### src/mrsh_pkg.sv
// Shared constants of the Modbus RTU slave handler
package mrsh_pkg;

	// Function codes and exception handling
	localparam logic [7:0]  FC_READ_HOLD   = 8'h03;
	localparam logic [7:0]  FC_READ_INPUT  = 8'h04;
	localparam logic [7:0]  FC_WRITE_ONE   = 8'h06;
	localparam logic [7:0]  FC_DIAG        = 8'h08;
	localparam logic [7:0]  FC_EXC_FLAG    = 8'h80;
	localparam logic [7:0]  EXC_BAD_REG    = 8'h02;
	localparam logic [7:0]  EXC_BAD_VALUE  = 8'h03;
	localparam logic [15:0] DIAG_SUB_ECHO  = 16'h0000;
	localparam logic [15:0] READ_COUNT_ONE = 16'h0001;
	localparam logic [7:0]  READ_BYTES     = 8'h02;

	// CRC-16 of the RTU framing
	localparam logic [15:0] CRC_INIT   = 16'hFFFF;
	localparam logic [15:0] CRC_POLY   = 16'hA001;
	localparam logic [15:0] CRC_RESIDUE = 16'h0000;

	// Frame geometry: every accepted request is eight bytes
	localparam int          FRAME_LEN  = 8;
	localparam logic [3:0]  REQ_LEN    = 4'h8;
	localparam logic [2:0]  BODY_WRITE = 3'h6;
	localparam logic [2:0]  BODY_READ  = 3'h5;
	localparam logic [2:0]  BODY_EXC   = 3'h3;

	// Register numbering
	localparam int          NUM_REGS   = 44;
	localparam logic [15:0] REG_LAST   = 16'h002B;
	localparam logic [5:0]  REG_PV     = 6'h27;
	localparam logic [5:0]  REG_PEAK   = 6'h28;
	localparam logic [5:0]  REG_VALLEY = 6'h29;
	localparam logic [5:0]  REG_SWVER  = 6'h2A;
	localparam logic [5:0]  REG_RESET  = 6'h2B;
	localparam logic [5:0]  REG_CYCLE1 = 6'h1A;
	localparam logic [5:0]  REG_CYCLE2 = 6'h1D;
	localparam logic [15:0] REG_RST_VAL   = 16'h0000;
	localparam logic [15:0] CYCLE_RST_VAL = 16'h0001;

	// Permitted value limits, signed 16-bit counts
	localparam logic [15:0] LIM_N1999 = 16'hF831;
	localparam logic [15:0] LIM_0     = 16'h0000;
	localparam logic [15:0] LIM_1     = 16'h0001;
	localparam logic [15:0] LIM_32    = 16'h0020;
	localparam logic [15:0] LIM_126   = 16'h007E;
	localparam logic [15:0] LIM_199   = 16'h00C7;
	localparam logic [15:0] LIM_233   = 16'h00E9;
	localparam logic [15:0] LIM_255   = 16'h00FF;
	localparam logic [15:0] LIM_1999  = 16'h07CF;
	localparam logic [15:0] LIM_3999  = 16'h0F9F;
	localparam logic [15:0] LIM_9959  = 16'h26E7;
	localparam logic [15:0] LIM_9999  = 16'h270F;

	// Handler states, one-hot
	typedef enum logic [2:0] {
		ST_RECV = 3'b001,
		ST_EXEC = 3'b010,
		ST_SEND = 3'b100
	} mrsh_state_t;

endpackage

### src/mrsh_handler.sv
// How it works
// - A write request is address, code 06, register high/low, value high/low, then CRC low byte first.
// - A valid write stores the value, except to the reset register, and the request bytes are returned unchanged with their CRC.
// - A diagnostic request is address, code 08, two sub-function bytes, two data bytes and CRC.
// - Only sub-function zero is served and the whole received message is echoed back unchanged.
// - A read or write request that cannot be served gets address, function code, one error byte and CRC low first.
// - The function code of an error answer is the requested code plus hex 80.
// - A read or write of an inactive or missing register answers with error code 02.
// - A write outside the register's permitted range answers with error code 03 and changes nothing.
// - Bits of a returned value that carry no information read as zero.
`timescale 1ns/1ps

module mrsh_handler (
	input  wire logic        core_clk_i,     // System clock, 250 MHz
	input  wire logic        srst_i,         // Synchronous reset, active high
	input  wire logic [7:0]  slave_addr_i,   // Own slave address
	input  wire logic        rx_valid_i,     // Received byte strobe
	input  wire logic [7:0]  rx_data_i,      // Received byte
	input  wire logic        rx_eof_i,       // End of frame (line silence) strobe
	output logic             tx_valid_o,     // Answer byte valid
	output logic      [7:0]  tx_data_o,      // Answer byte
	input  wire logic        tx_ready_i,     // Serial side takes the byte
	output logic             busy_o,         // Request being served
	output logic             wr_strobe_o,    // Register written, one cycle
	output logic      [5:0]  wr_reg_o,       // Number of written register
	output logic      [15:0] wr_value_o,     // Value written
	input  wire logic [15:0] pv_i,           // Live process value
	input  wire logic [15:0] peak_i,         // Live peak value
	input  wire logic [15:0] valley_i,       // Live valley value
	input  wire logic [15:0] swver_i         // Software version
);

	mrsh_pkg::mrsh_state_t state_q;
	logic [7:0]  rx_buf_q [0:mrsh_pkg::FRAME_LEN-1];
	logic [7:0]  tx_buf_q [0:mrsh_pkg::FRAME_LEN-1];
	logic [15:0] regs_q   [0:mrsh_pkg::NUM_REGS-1];
	logic [3:0]  rx_cnt_q;
	logic        rx_ovf_q;
	logic [15:0] rx_crc_q;
	logic [15:0] tx_crc_q;
	logic [2:0]  tx_len_q;
	logic [2:0]  tx_idx_q;
	logic [7:0]  tx_data_q;
	logic        frame_ok;
	logic [7:0]  fc;
	logic [15:0] reg_num;
	logic [15:0] value;
	logic [5:0]  ridx;
	logic        reg_exists;
	logic [15:0] rd_value;
	logic [15:0] tx_crc_upd;
	logic        tx_fire;

	// One byte step of the reflected CRC-16
	function automatic logic [15:0] crc_byte(input logic [15:0] crc, input logic [7:0] data);
		logic [15:0] c;
		c = crc ^ {8'h00, data};
		for (int i = 0; i < 8; i++)
		begin
			c = c[0] ? ((c >> 1) ^ mrsh_pkg::CRC_POLY) : (c >> 1);
		end
		return c;
	endfunction

	// Registers that answer a read
	function automatic logic reg_readable(input logic [5:0] r);
		case (r)
			6'h00, 6'h03, 6'h04, 6'h06, 6'h0F, 6'h11, 6'h14, 6'h1B, 6'h23, 6'h24, 6'h25,
			mrsh_pkg::REG_RESET: return 1'b0;
			default: return 1'b1;
		endcase
	endfunction

	// Registers that accept a write
	function automatic logic reg_writable(input logic [5:0] r);
		case (r)
			mrsh_pkg::REG_PV, mrsh_pkg::REG_PEAK, mrsh_pkg::REG_VALLEY, mrsh_pkg::REG_SWVER: return 1'b0;
			mrsh_pkg::REG_RESET: return 1'b1;
			default: return reg_readable(r);
		endcase
	endfunction

	// Permitted range of each writable register, signed counts
	function automatic logic value_in_range(input logic [5:0] r, input logic [15:0] v);
		logic [15:0] lo;
		logic [15:0] hi;
		lo = mrsh_pkg::LIM_0;
		hi = mrsh_pkg::LIM_255;
		case (r)
			6'h01, 6'h02: begin lo = mrsh_pkg::LIM_N1999; hi = mrsh_pkg::LIM_1999; end
			6'h05, 6'h17, 6'h1C, 6'h22: hi = mrsh_pkg::LIM_9999;
			6'h0B, 6'h0E, 6'h1E: hi = mrsh_pkg::LIM_9959;
			6'h12, 6'h13, 6'h15, 6'h16: begin lo = mrsh_pkg::LIM_N1999; hi = mrsh_pkg::LIM_9999; end
			6'h18, 6'h19: hi = mrsh_pkg::LIM_3999;
			6'h1A, 6'h1D: begin lo = mrsh_pkg::LIM_1; hi = mrsh_pkg::LIM_199; end
			6'h21: hi = mrsh_pkg::LIM_233;
			6'h26: begin lo = mrsh_pkg::LIM_32; hi = mrsh_pkg::LIM_126; end
			mrsh_pkg::REG_RESET: return 1'b1;
			default: hi = mrsh_pkg::LIM_255;
		endcase
		return ($signed(v) >= $signed(lo)) && ($signed(v) <= $signed(hi));
	endfunction

	// Request fields, high byte first
	assign fc         = rx_buf_q[1];
	assign reg_num    = {rx_buf_q[2], rx_buf_q[3]};
	assign value      = {rx_buf_q[4], rx_buf_q[5]};
	assign ridx       = reg_num[5:0];
	assign reg_exists = (reg_num <= mrsh_pkg::REG_LAST);
	assign frame_ok   = (rx_cnt_q == mrsh_pkg::REQ_LEN) && !rx_ovf_q &&
	                    (rx_crc_q == mrsh_pkg::CRC_RESIDUE) && (rx_buf_q[0] == slave_addr_i);

	// Read value, live registers from the measuring side
	always_comb
	begin
		case (ridx)
			mrsh_pkg::REG_PV:     rd_value = pv_i;
			mrsh_pkg::REG_PEAK:   rd_value = peak_i;
			mrsh_pkg::REG_VALLEY: rd_value = valley_i;
			mrsh_pkg::REG_SWVER:  rd_value = swver_i;
			default:              rd_value = regs_q[ridx]; // Stored values are range-checked, spare bits zero
		endcase
	end

	// Byte collection and running CRC while idle
	always_ff @(posedge core_clk_i)
	begin
		if (srst_i || state_q != mrsh_pkg::ST_RECV || rx_eof_i)
		begin
			rx_cnt_q <= 4'h0;
			rx_ovf_q <= 1'b0;
			rx_crc_q <= mrsh_pkg::CRC_INIT;
		end
		else if (rx_valid_i)
		begin
			rx_crc_q <= crc_byte(rx_crc_q, rx_data_i);
			if (rx_cnt_q == mrsh_pkg::REQ_LEN)
				rx_ovf_q <= 1'b1;
			else
			begin
				rx_buf_q[rx_cnt_q[2:0]] <= rx_data_i;
				rx_cnt_q                <= rx_cnt_q + 4'h1;
			end
		end
	end

	// Sequencing: collect, decide, answer
	always_ff @(posedge core_clk_i)
	begin
		if (srst_i)
			state_q <= mrsh_pkg::ST_RECV;
		else
		begin
			case (state_q)
				mrsh_pkg::ST_RECV: if (rx_eof_i && frame_ok) state_q <= mrsh_pkg::ST_EXEC;
				mrsh_pkg::ST_EXEC: state_q <= (tx_len_q == 3'h0) ? mrsh_pkg::ST_RECV : mrsh_pkg::ST_SEND;
				mrsh_pkg::ST_SEND: if (tx_fire && tx_idx_q == tx_len_q + 3'h1) state_q <= mrsh_pkg::ST_RECV;
				default: state_q <= mrsh_pkg::ST_RECV;
			endcase
		end
	end

	// Decode the request and build the answer body
	always_ff @(posedge core_clk_i)
	begin
		if (srst_i)
			tx_len_q <= 3'h0;
		else if (state_q == mrsh_pkg::ST_RECV && rx_eof_i && frame_ok)
		begin
			for (int i = 0; i < mrsh_pkg::FRAME_LEN; i++)
				tx_buf_q[i] <= rx_buf_q[i];                  // Echo by default
			tx_len_q <= 3'h0;                                // Unknown codes: no answer
			case (fc)
				mrsh_pkg::FC_WRITE_ONE:
				begin
					tx_len_q <= mrsh_pkg::BODY_WRITE;
					if (!reg_exists || !reg_writable(ridx))
					begin
						tx_buf_q[1] <= fc | mrsh_pkg::FC_EXC_FLAG;
						tx_buf_q[2] <= mrsh_pkg::EXC_BAD_REG;
						tx_len_q    <= mrsh_pkg::BODY_EXC;
					end
					else if (!value_in_range(ridx, value))
					begin
						tx_buf_q[1] <= fc | mrsh_pkg::FC_EXC_FLAG;
						tx_buf_q[2] <= mrsh_pkg::EXC_BAD_VALUE;
						tx_len_q    <= mrsh_pkg::BODY_EXC;
					end
				end
				mrsh_pkg::FC_DIAG:
					if (reg_num == mrsh_pkg::DIAG_SUB_ECHO)
						tx_len_q <= mrsh_pkg::BODY_WRITE;
				mrsh_pkg::FC_READ_HOLD, mrsh_pkg::FC_READ_INPUT:
				begin
					if (!reg_exists || !reg_readable(ridx) || value != mrsh_pkg::READ_COUNT_ONE)
					begin
						tx_buf_q[1] <= fc | mrsh_pkg::FC_EXC_FLAG;
						tx_buf_q[2] <= mrsh_pkg::EXC_BAD_REG;
						tx_len_q    <= mrsh_pkg::BODY_EXC;
					end
					else
					begin
						tx_buf_q[2] <= mrsh_pkg::READ_BYTES;
						tx_buf_q[3] <= rd_value[15:8];
						tx_buf_q[4] <= rd_value[7:0];
						tx_len_q    <= mrsh_pkg::BODY_READ;
					end
				end
				default: tx_len_q <= 3'h0;
			endcase
		end
	end

	// Register store; out-of-range values leave it untouched
	always_ff @(posedge core_clk_i)
	begin
		if (srst_i)
		begin
			for (int i = 0; i < mrsh_pkg::NUM_REGS; i++)
				regs_q[i] <= mrsh_pkg::REG_RST_VAL;
			regs_q[mrsh_pkg::REG_CYCLE1] <= mrsh_pkg::CYCLE_RST_VAL;
			regs_q[mrsh_pkg::REG_CYCLE2] <= mrsh_pkg::CYCLE_RST_VAL;
			wr_strobe_o <= 1'b0;
			wr_reg_o    <= 6'h00;
			wr_value_o  <= 16'h0000;
		end
		else
		begin
			wr_strobe_o <= 1'b0;
			if (state_q == mrsh_pkg::ST_RECV && rx_eof_i && frame_ok && fc == mrsh_pkg::FC_WRITE_ONE &&
			    reg_exists && reg_writable(ridx) && value_in_range(ridx, value))
			begin
				if (ridx != mrsh_pkg::REG_RESET)
					regs_q[ridx] <= value;
				wr_strobe_o <= 1'b1;
				wr_reg_o    <= ridx;
				wr_value_o  <= value;
			end
		end
	end

	// Answer bytes: body, then CRC low byte and high byte
	assign tx_valid_o = (state_q == mrsh_pkg::ST_SEND);
	assign tx_data_o  = tx_data_q;
	assign tx_fire    = tx_valid_o && tx_ready_i;
	assign tx_crc_upd = crc_byte(tx_crc_q, tx_data_q);
	assign busy_o     = (state_q != mrsh_pkg::ST_RECV);

	always_ff @(posedge core_clk_i)
	begin
		if (srst_i)
		begin
			tx_idx_q  <= 3'h0;
			tx_data_q <= 8'h00;
			tx_crc_q  <= mrsh_pkg::CRC_INIT;
		end
		else if (state_q == mrsh_pkg::ST_EXEC)
		begin
			tx_idx_q  <= 3'h0;
			tx_data_q <= tx_buf_q[0];
			tx_crc_q  <= mrsh_pkg::CRC_INIT;
		end
		else if (tx_fire)
		begin
			tx_idx_q <= tx_idx_q + 3'h1;
			if (tx_idx_q < tx_len_q)
			begin
				tx_crc_q <= tx_crc_upd;
				if (tx_idx_q + 3'h1 == tx_len_q)
					tx_data_q <= tx_crc_upd[7:0];
				else
					tx_data_q <= tx_buf_q[tx_idx_q + 3'h1];
			end
			else if (tx_idx_q == tx_len_q)
				tx_data_q <= tx_crc_q[15:8];
		end
	end

endmodule

### config.mk
export PLATFORM = sky130hd
export DESIGN_NAME = mrsh_handler
export DESIGN_NICKNAME = d
export VERILOG_FILES = /design/src/mrsh_pkg.sv /design/src/mrsh_handler.sv
export SDC_FILE = /design/constraint.sdc
export NUM_CORES = 2
export LEC_CHECK = 0
export ABC_AREA = 1
export BUFFER_PORTS_ARGS = -buffer_cell sky130_fd_sc_hd__buf_2
export CORE_ASPECT_RATIO = 1.1
export CORE_MARGIN = 3
export CORE_UTILIZATION = 55
export DETAILED_ROUTE_END_ITERATION = 12
export GPL_TIMING_DRIVEN = 0
export PLACE_DENSITY = 0.71
export SYNTH_ARGS = -nofsm -noshare
export SYNTH_HDL_FRONTEND = slang
export SYNTH_SLANG_ARGS = --single-unit
### constraint.sdc
create_clock -name core_clk_i -period 6.49 [get_ports core_clk_i]
set_input_delay 1.298 -clock core_clk_i [delete_from_list [all_inputs] [get_ports core_clk_i]]
set_output_delay 1.298 -clock core_clk_i [all_outputs]
set_load 0.1 [all_outputs]
==> results.txt <==
The run finished, with violations left. The checks that failed: max-capacitance violations, max-slew violations, negative setup slack. The DRC violation total after the first TritonRoute iteration is 6960.

The sequential fraction of the synthesis area came out at 69.92%. The total vias in the final route is around 40000. The reported leakage power came out at 21.57 nW.

The remaining number of nets flagged by the antenna check after routing is 0. The count of pins on the block boundary is 118. The total of hold buffers inserted after clock tree synthesis is 0. The final-layout setup total negative slack came out at -4.616 ns. The final non-filler cell area is 60070 sq um.

The pin count of the biggest net entering global routing is 39. The post-detailed-route DRC marker count came out at 0. The total routed wirelength came out at 192.2 mm. Setup violations remaining at the end of the flow were counted as 108. The final number of max-transition violations is 64. Summed over all instances, the cell type with the most area after synthesis is edfxtp_1.

Following the worst setup path forward leads to its endpoint at regs_q[21][5]$_SDFFCE_PN0P_. The height of the chip is 326.4 microns. Measured against its own limit, the worst slew margin works out to -6.333%. The cell area power density is 274.7 nW/um^2. The detailed-route vias per instance came out at about 6.3. By area the synthesized netlist is led by edfxtp_1 (66%), a22oi_1 (7.2%), dfxtp_1 (3.9%).

The number of input and output port buffers inserted came out at 116. The worst setup path is launched from a register. The effective utilization at floorplan is 55.97%.

Summing the areas of all and, or, nand and nor instances in the mapped netlist gives 11.85% of the synthesized area. The final critical-path setup slack is -0.1566 ns. The total routing usage reported by global routing came out at 38.88%.

The fraction of synthesized cell area in xor and xnor cells is 0.7677%. After floorplanning, the core was divided into 116 placement rows. The fraction of power spent switching nets came out at 21.24%. The post-synthesis async set-or-reset flop share is 0%. The worst hold slack came out at 0.4183 ns. At the end of routability-driven placement, the weighted congestion stood at roughly 1.1. The clock-pin slew of the registers on the worst-case setup and hold paths is 0.06 ns. By area, the combinational part of the netlist is dominated by compound AO/OA/AOI/OAI gates. The area of the die is between 90000 and 100000 sq um. The count of unique library cells instantiated by Yosys came out at 56.

The internal portion of total power came out at 0.01300 W. The layout net count is 5104. The number of cells on the worst reg-to-reg path is 27. Summing all multi-input logic gate instances after layout gives 15780 sq um. The post-synthesis to final-layout area growth is 17.01%.

Synthesis produced 4158 cells. Global routing finished with a remaining overflow of 0. Of the total synthesized cell area, the portion taken by full adders, half adders and majority gates is less than 1%. The clock reaches the later pin of the worst-skew pair after 0.75 ns. The sequential group share of total power came out at a little under three fifths. The critical path starts at rx_buf_q[3][3]$_DFFE_PP_. The initial antenna violation count is 16. The number of buffers inserted during clock tree synthesis came out at around 120. Max-cap violations in this run came to 6. The synthesis warning total came out at 0. The share of synthesized area in the top cell type comes to 65.98%. The net switching power figure is 0.003505 W. The sequential cells in the finished layout cover a total of 35890 sq um. The required time reported for the critical path endpoint came out at 6.85 ns. At the placement stage, the worst setup path has a slack of -1.360 ns.

The clock skew came out at 0.04663 ns. The count of endpoints failing hold in the final timing report came out at 0. The netlist area before placement came out at 51340 sq um.

The power share of the combinational group is ~2.8%. Summing the areas of all compound-gate instances in the mapped netlist gives 12.81% of the synthesized area. The worst setup path is of the reg2reg kind.

Yosys mapped a number of flops with a built-in enable equal to 1128. Cells with a size suffix above 1 make up 10.44% of the layout. The first detailed-routing pass ran for 8 iterations. The type of destination of the critical path is a register. In the final routed layout, each cell accounts on average for 30.35 microns. After floorplanning, the core was sized to cover 91730 sq um.

The type of the tightest min-delay check is reg2reg. In this run the critical register-to-register path is launched from rx_buf_q[3][3]$_DFFE_PP_. Once placement finished, the instance area stood at 55850 sq um. The H-tree depth reported by CTS came out at 3.

The tree is rooted in a clkbuf_16. The first global-routing pass estimated 265.6 mm of wire. Timing would allow up to 150.5 MHz. The register-to-register setup slack is -0.16 ns. The placed wire-length estimate after detailed placement is 131.3 mm. The filler cell count came out at between 7000 and 8000. The flip-flop and latch count after synthesis came out at 1229. For the finished layout, the period the worst path requires is 6.647 ns. The x dimension of the die came out at 297.3 microns.

The multiplexer area fraction after synthesis came out at 0%. The total clock sinks came out at 1229. The synthesized area divided by synthesized cell count is 12.35 sq um.

The worst-path maximum fanout is 16. TritonCTS built the clock tree. The slew at the pin closest to its max-slew limit is 1.595 ns. Among all flip-flop cells after synthesis, the most frequent one is edfxtp_1. The part of the total power dissipated in the clock network is 41.8%.

The worst path uses 102.4% of the clock period. The via count of the first global-routing pass is approximately 37000. The peak supply drop is 251.7 uV.

In this run the critical register-to-register path is captured at regs_q[21][5]$_SDFFCE_PN0P_. The number of buffers on the longest clock path is 3. Data arrives at the worst endpoint at approximately 7 ns.
## layout by cell type (no fill, tap or decap), types with 20 or more instances in the layout
master     instances
buf_2            169
nand4_1           20
clkbuf_1         217
o21ai_0           97
a211oi_1          24
nor3_2            42
xnor2_1           28
a22oi_1          492
conb_1           576
nand2_1          411
nor3_1           199
nor2_1           487
edfxtp_1        1128
clkinv_1          37
nand2_2           20
a21oi_1          280
buf_1             28
nand3_1           80
ha_1              29
clkbuf_16        120
dfxtp_1          101
nor4_1            24
inv_1            176
## stage by stage
stage | utilization [%] | power [W] | std cells
floorplan | - | 0.009509 | 4733
global placement | 60.64 | 0.009680 | 6088
detailed placement | 60.89 | 0.009715 | 6100
CTS | 65.12 | 0.01639 | 6316
global route | 65.47 | 0.01683 | 6327
finish | 65.49 | 0.01650 | 6334
## power by group through the flow
stage	Sequential (W)	Clock (W)	Combinational [W]
after detailed placement	0.00930	0	0.000415
final	0.00914	0.00690	0.000466
after CTS	0.00913	0.00684	0.000421
after global placement	0.00928	0	0.000397
after global routing	0.00916	0.00716	0.000500
after floorplan	0.00926	0	0.000253
## state kept, by name (all words and copies together) (netlist names)
name and flops:
rx_buf_q 64, rx_crc_q 16, tx_idx_q 3, rx_cnt_q 4
tx_data_o 8, tx_len_q 3, tx_crc_q 16, state_q 3
wr_strobe_o 1, rx_ovf_q 1, tx_buf_q 64, wr_value_o 16
regs_q 1024, wr_reg_o 6
## critical path: stages (launching register included)
cell and delay (ns):
edfxtp_1 0.37, buf_6 0.16, inv_6 0.12, nand2_4 0.15
clkdlybuf4s15_1 1.02, o221ai_1 0.56, nand2_1 0.14, nand2_1 0.13
inv_1 0.07, nand2_1 0.17, nor3_2 0.08, nor3_1 0.19
ha_1 0.29, a21oi_1 0.13, o21a_1 0.14, nand2_1 0.06
nand2_1 0.05, nand2_1 0.05, nand2_1 0.05, nand2_1 0.07
inv_1 0.10, nand4_2 0.14, nor2_4 0.28, nand2_1 0.16
nor2_1 0.38, nand2_1 0.42, buf_2 0.36, nand2_2 0.44
## worst min-delay path by stage
stage	startpoint	end	slack [ns]	depth (start not counted)
4_1_cts	rx_buf_q[7][7]$_DFFE_PP_	tx_buf_q[7][7]$_DFFE_PP_	0.42	0
6_report	rx_buf_q[7][5]$_DFFE_PP_	tx_buf_q[7][5]$_DFFE_PP_	0.42	0
2_1_floorplan	rx_buf_q[6][0]$_DFFE_PP_	tx_buf_q[6][0]$_DFFE_PP_	0.40	0
5_1_grt	rx_buf_q[7][5]$_DFFE_PP_	tx_buf_q[7][5]$_DFFE_PP_	0.42	0
3_5_place_dp	rx_buf_q[6][1]$_DFFE_PP_	tx_buf_q[6][1]$_DFFE_PP_	0.40	0
3_3_place_gp	rx_buf_q[7][6]$_DFFE_PP_	tx_buf_q[7][6]$_DFFE_PP_	0.40	0
## cells by family (layout without fill, tap and decap cells)
logic type / Yosys count / count (layout)
compound gates: 1005 / 1005
other cells: 1 / 585
simple gates: 1347 / 1347
buf+inv: 502 / 855
flops: 1229 / 1229
fa+ha+maj: 29 / 29
xor+xnor: 45 / 45
## metal layers
metal  global-route usage (%)  part of all wire (%)
met1                    47.08                    33
met2                    57.26                    43
met3                    14.21                    15
met4                    28.90                   9.5
met5                   0.2480                 0.027
## cells in the mapped netlist (2+ instances only)
cell type  number
nor2_2          3
nand3b_1        2
a21oi_1       280
o22ai_1        16
xor2_1         17
inv_2          11
xnor2_1        28
a211oi_1       24
edfxtp_1     1128
or2_2          18
o21ai_0       109
nand2_2         9
nand3_1        81
buf_2          50
dfxtp_1       101
o221ai_1        2
clkbuf_1      205
buf_6           5
buf_1          33
ha_1           29
inv_1         182
nand4_2         2
nor2_8          2
a22oi_1       492
nand4_1        20
clkinv_1        8
nor3_2         40
o21a_1          4
a221oi_1       17
nand2_1       429
buf_4           4
nor2_4          4
nor2_1        488
nand2_4        10
a41oi_1         2
a31oi_1        17
nor3_1        201
o31ai_1        18
o211ai_1       16
nor4_1         28
nand3_2         8
## layout make-up
cell class,instances,share of cell area [%]
Sequential cell,1229,59.76
Multi-Input combinational cell,3002,26.27
Clock buffer,156,5.274
Tap cell,1239,2.581
Buffer,293,2.114
Timing Repair Buffer,141,1.598
Inverter,204,1.327
Clock inverter,60,1.027
Antenna cell,9,0.03749
Timing Repair inverter,1,0.01250
## repair_timing
item                                   4_1_cts  5_1_grt
setup buffers                                1       12
endpoints found under the hold margin        0        0
gates resized for setup                     36       31
setup endpoints to repair                 1091      734
pin swaps                                    1        3
cloned                                       1        0
(Power assumes the default switching activity.)
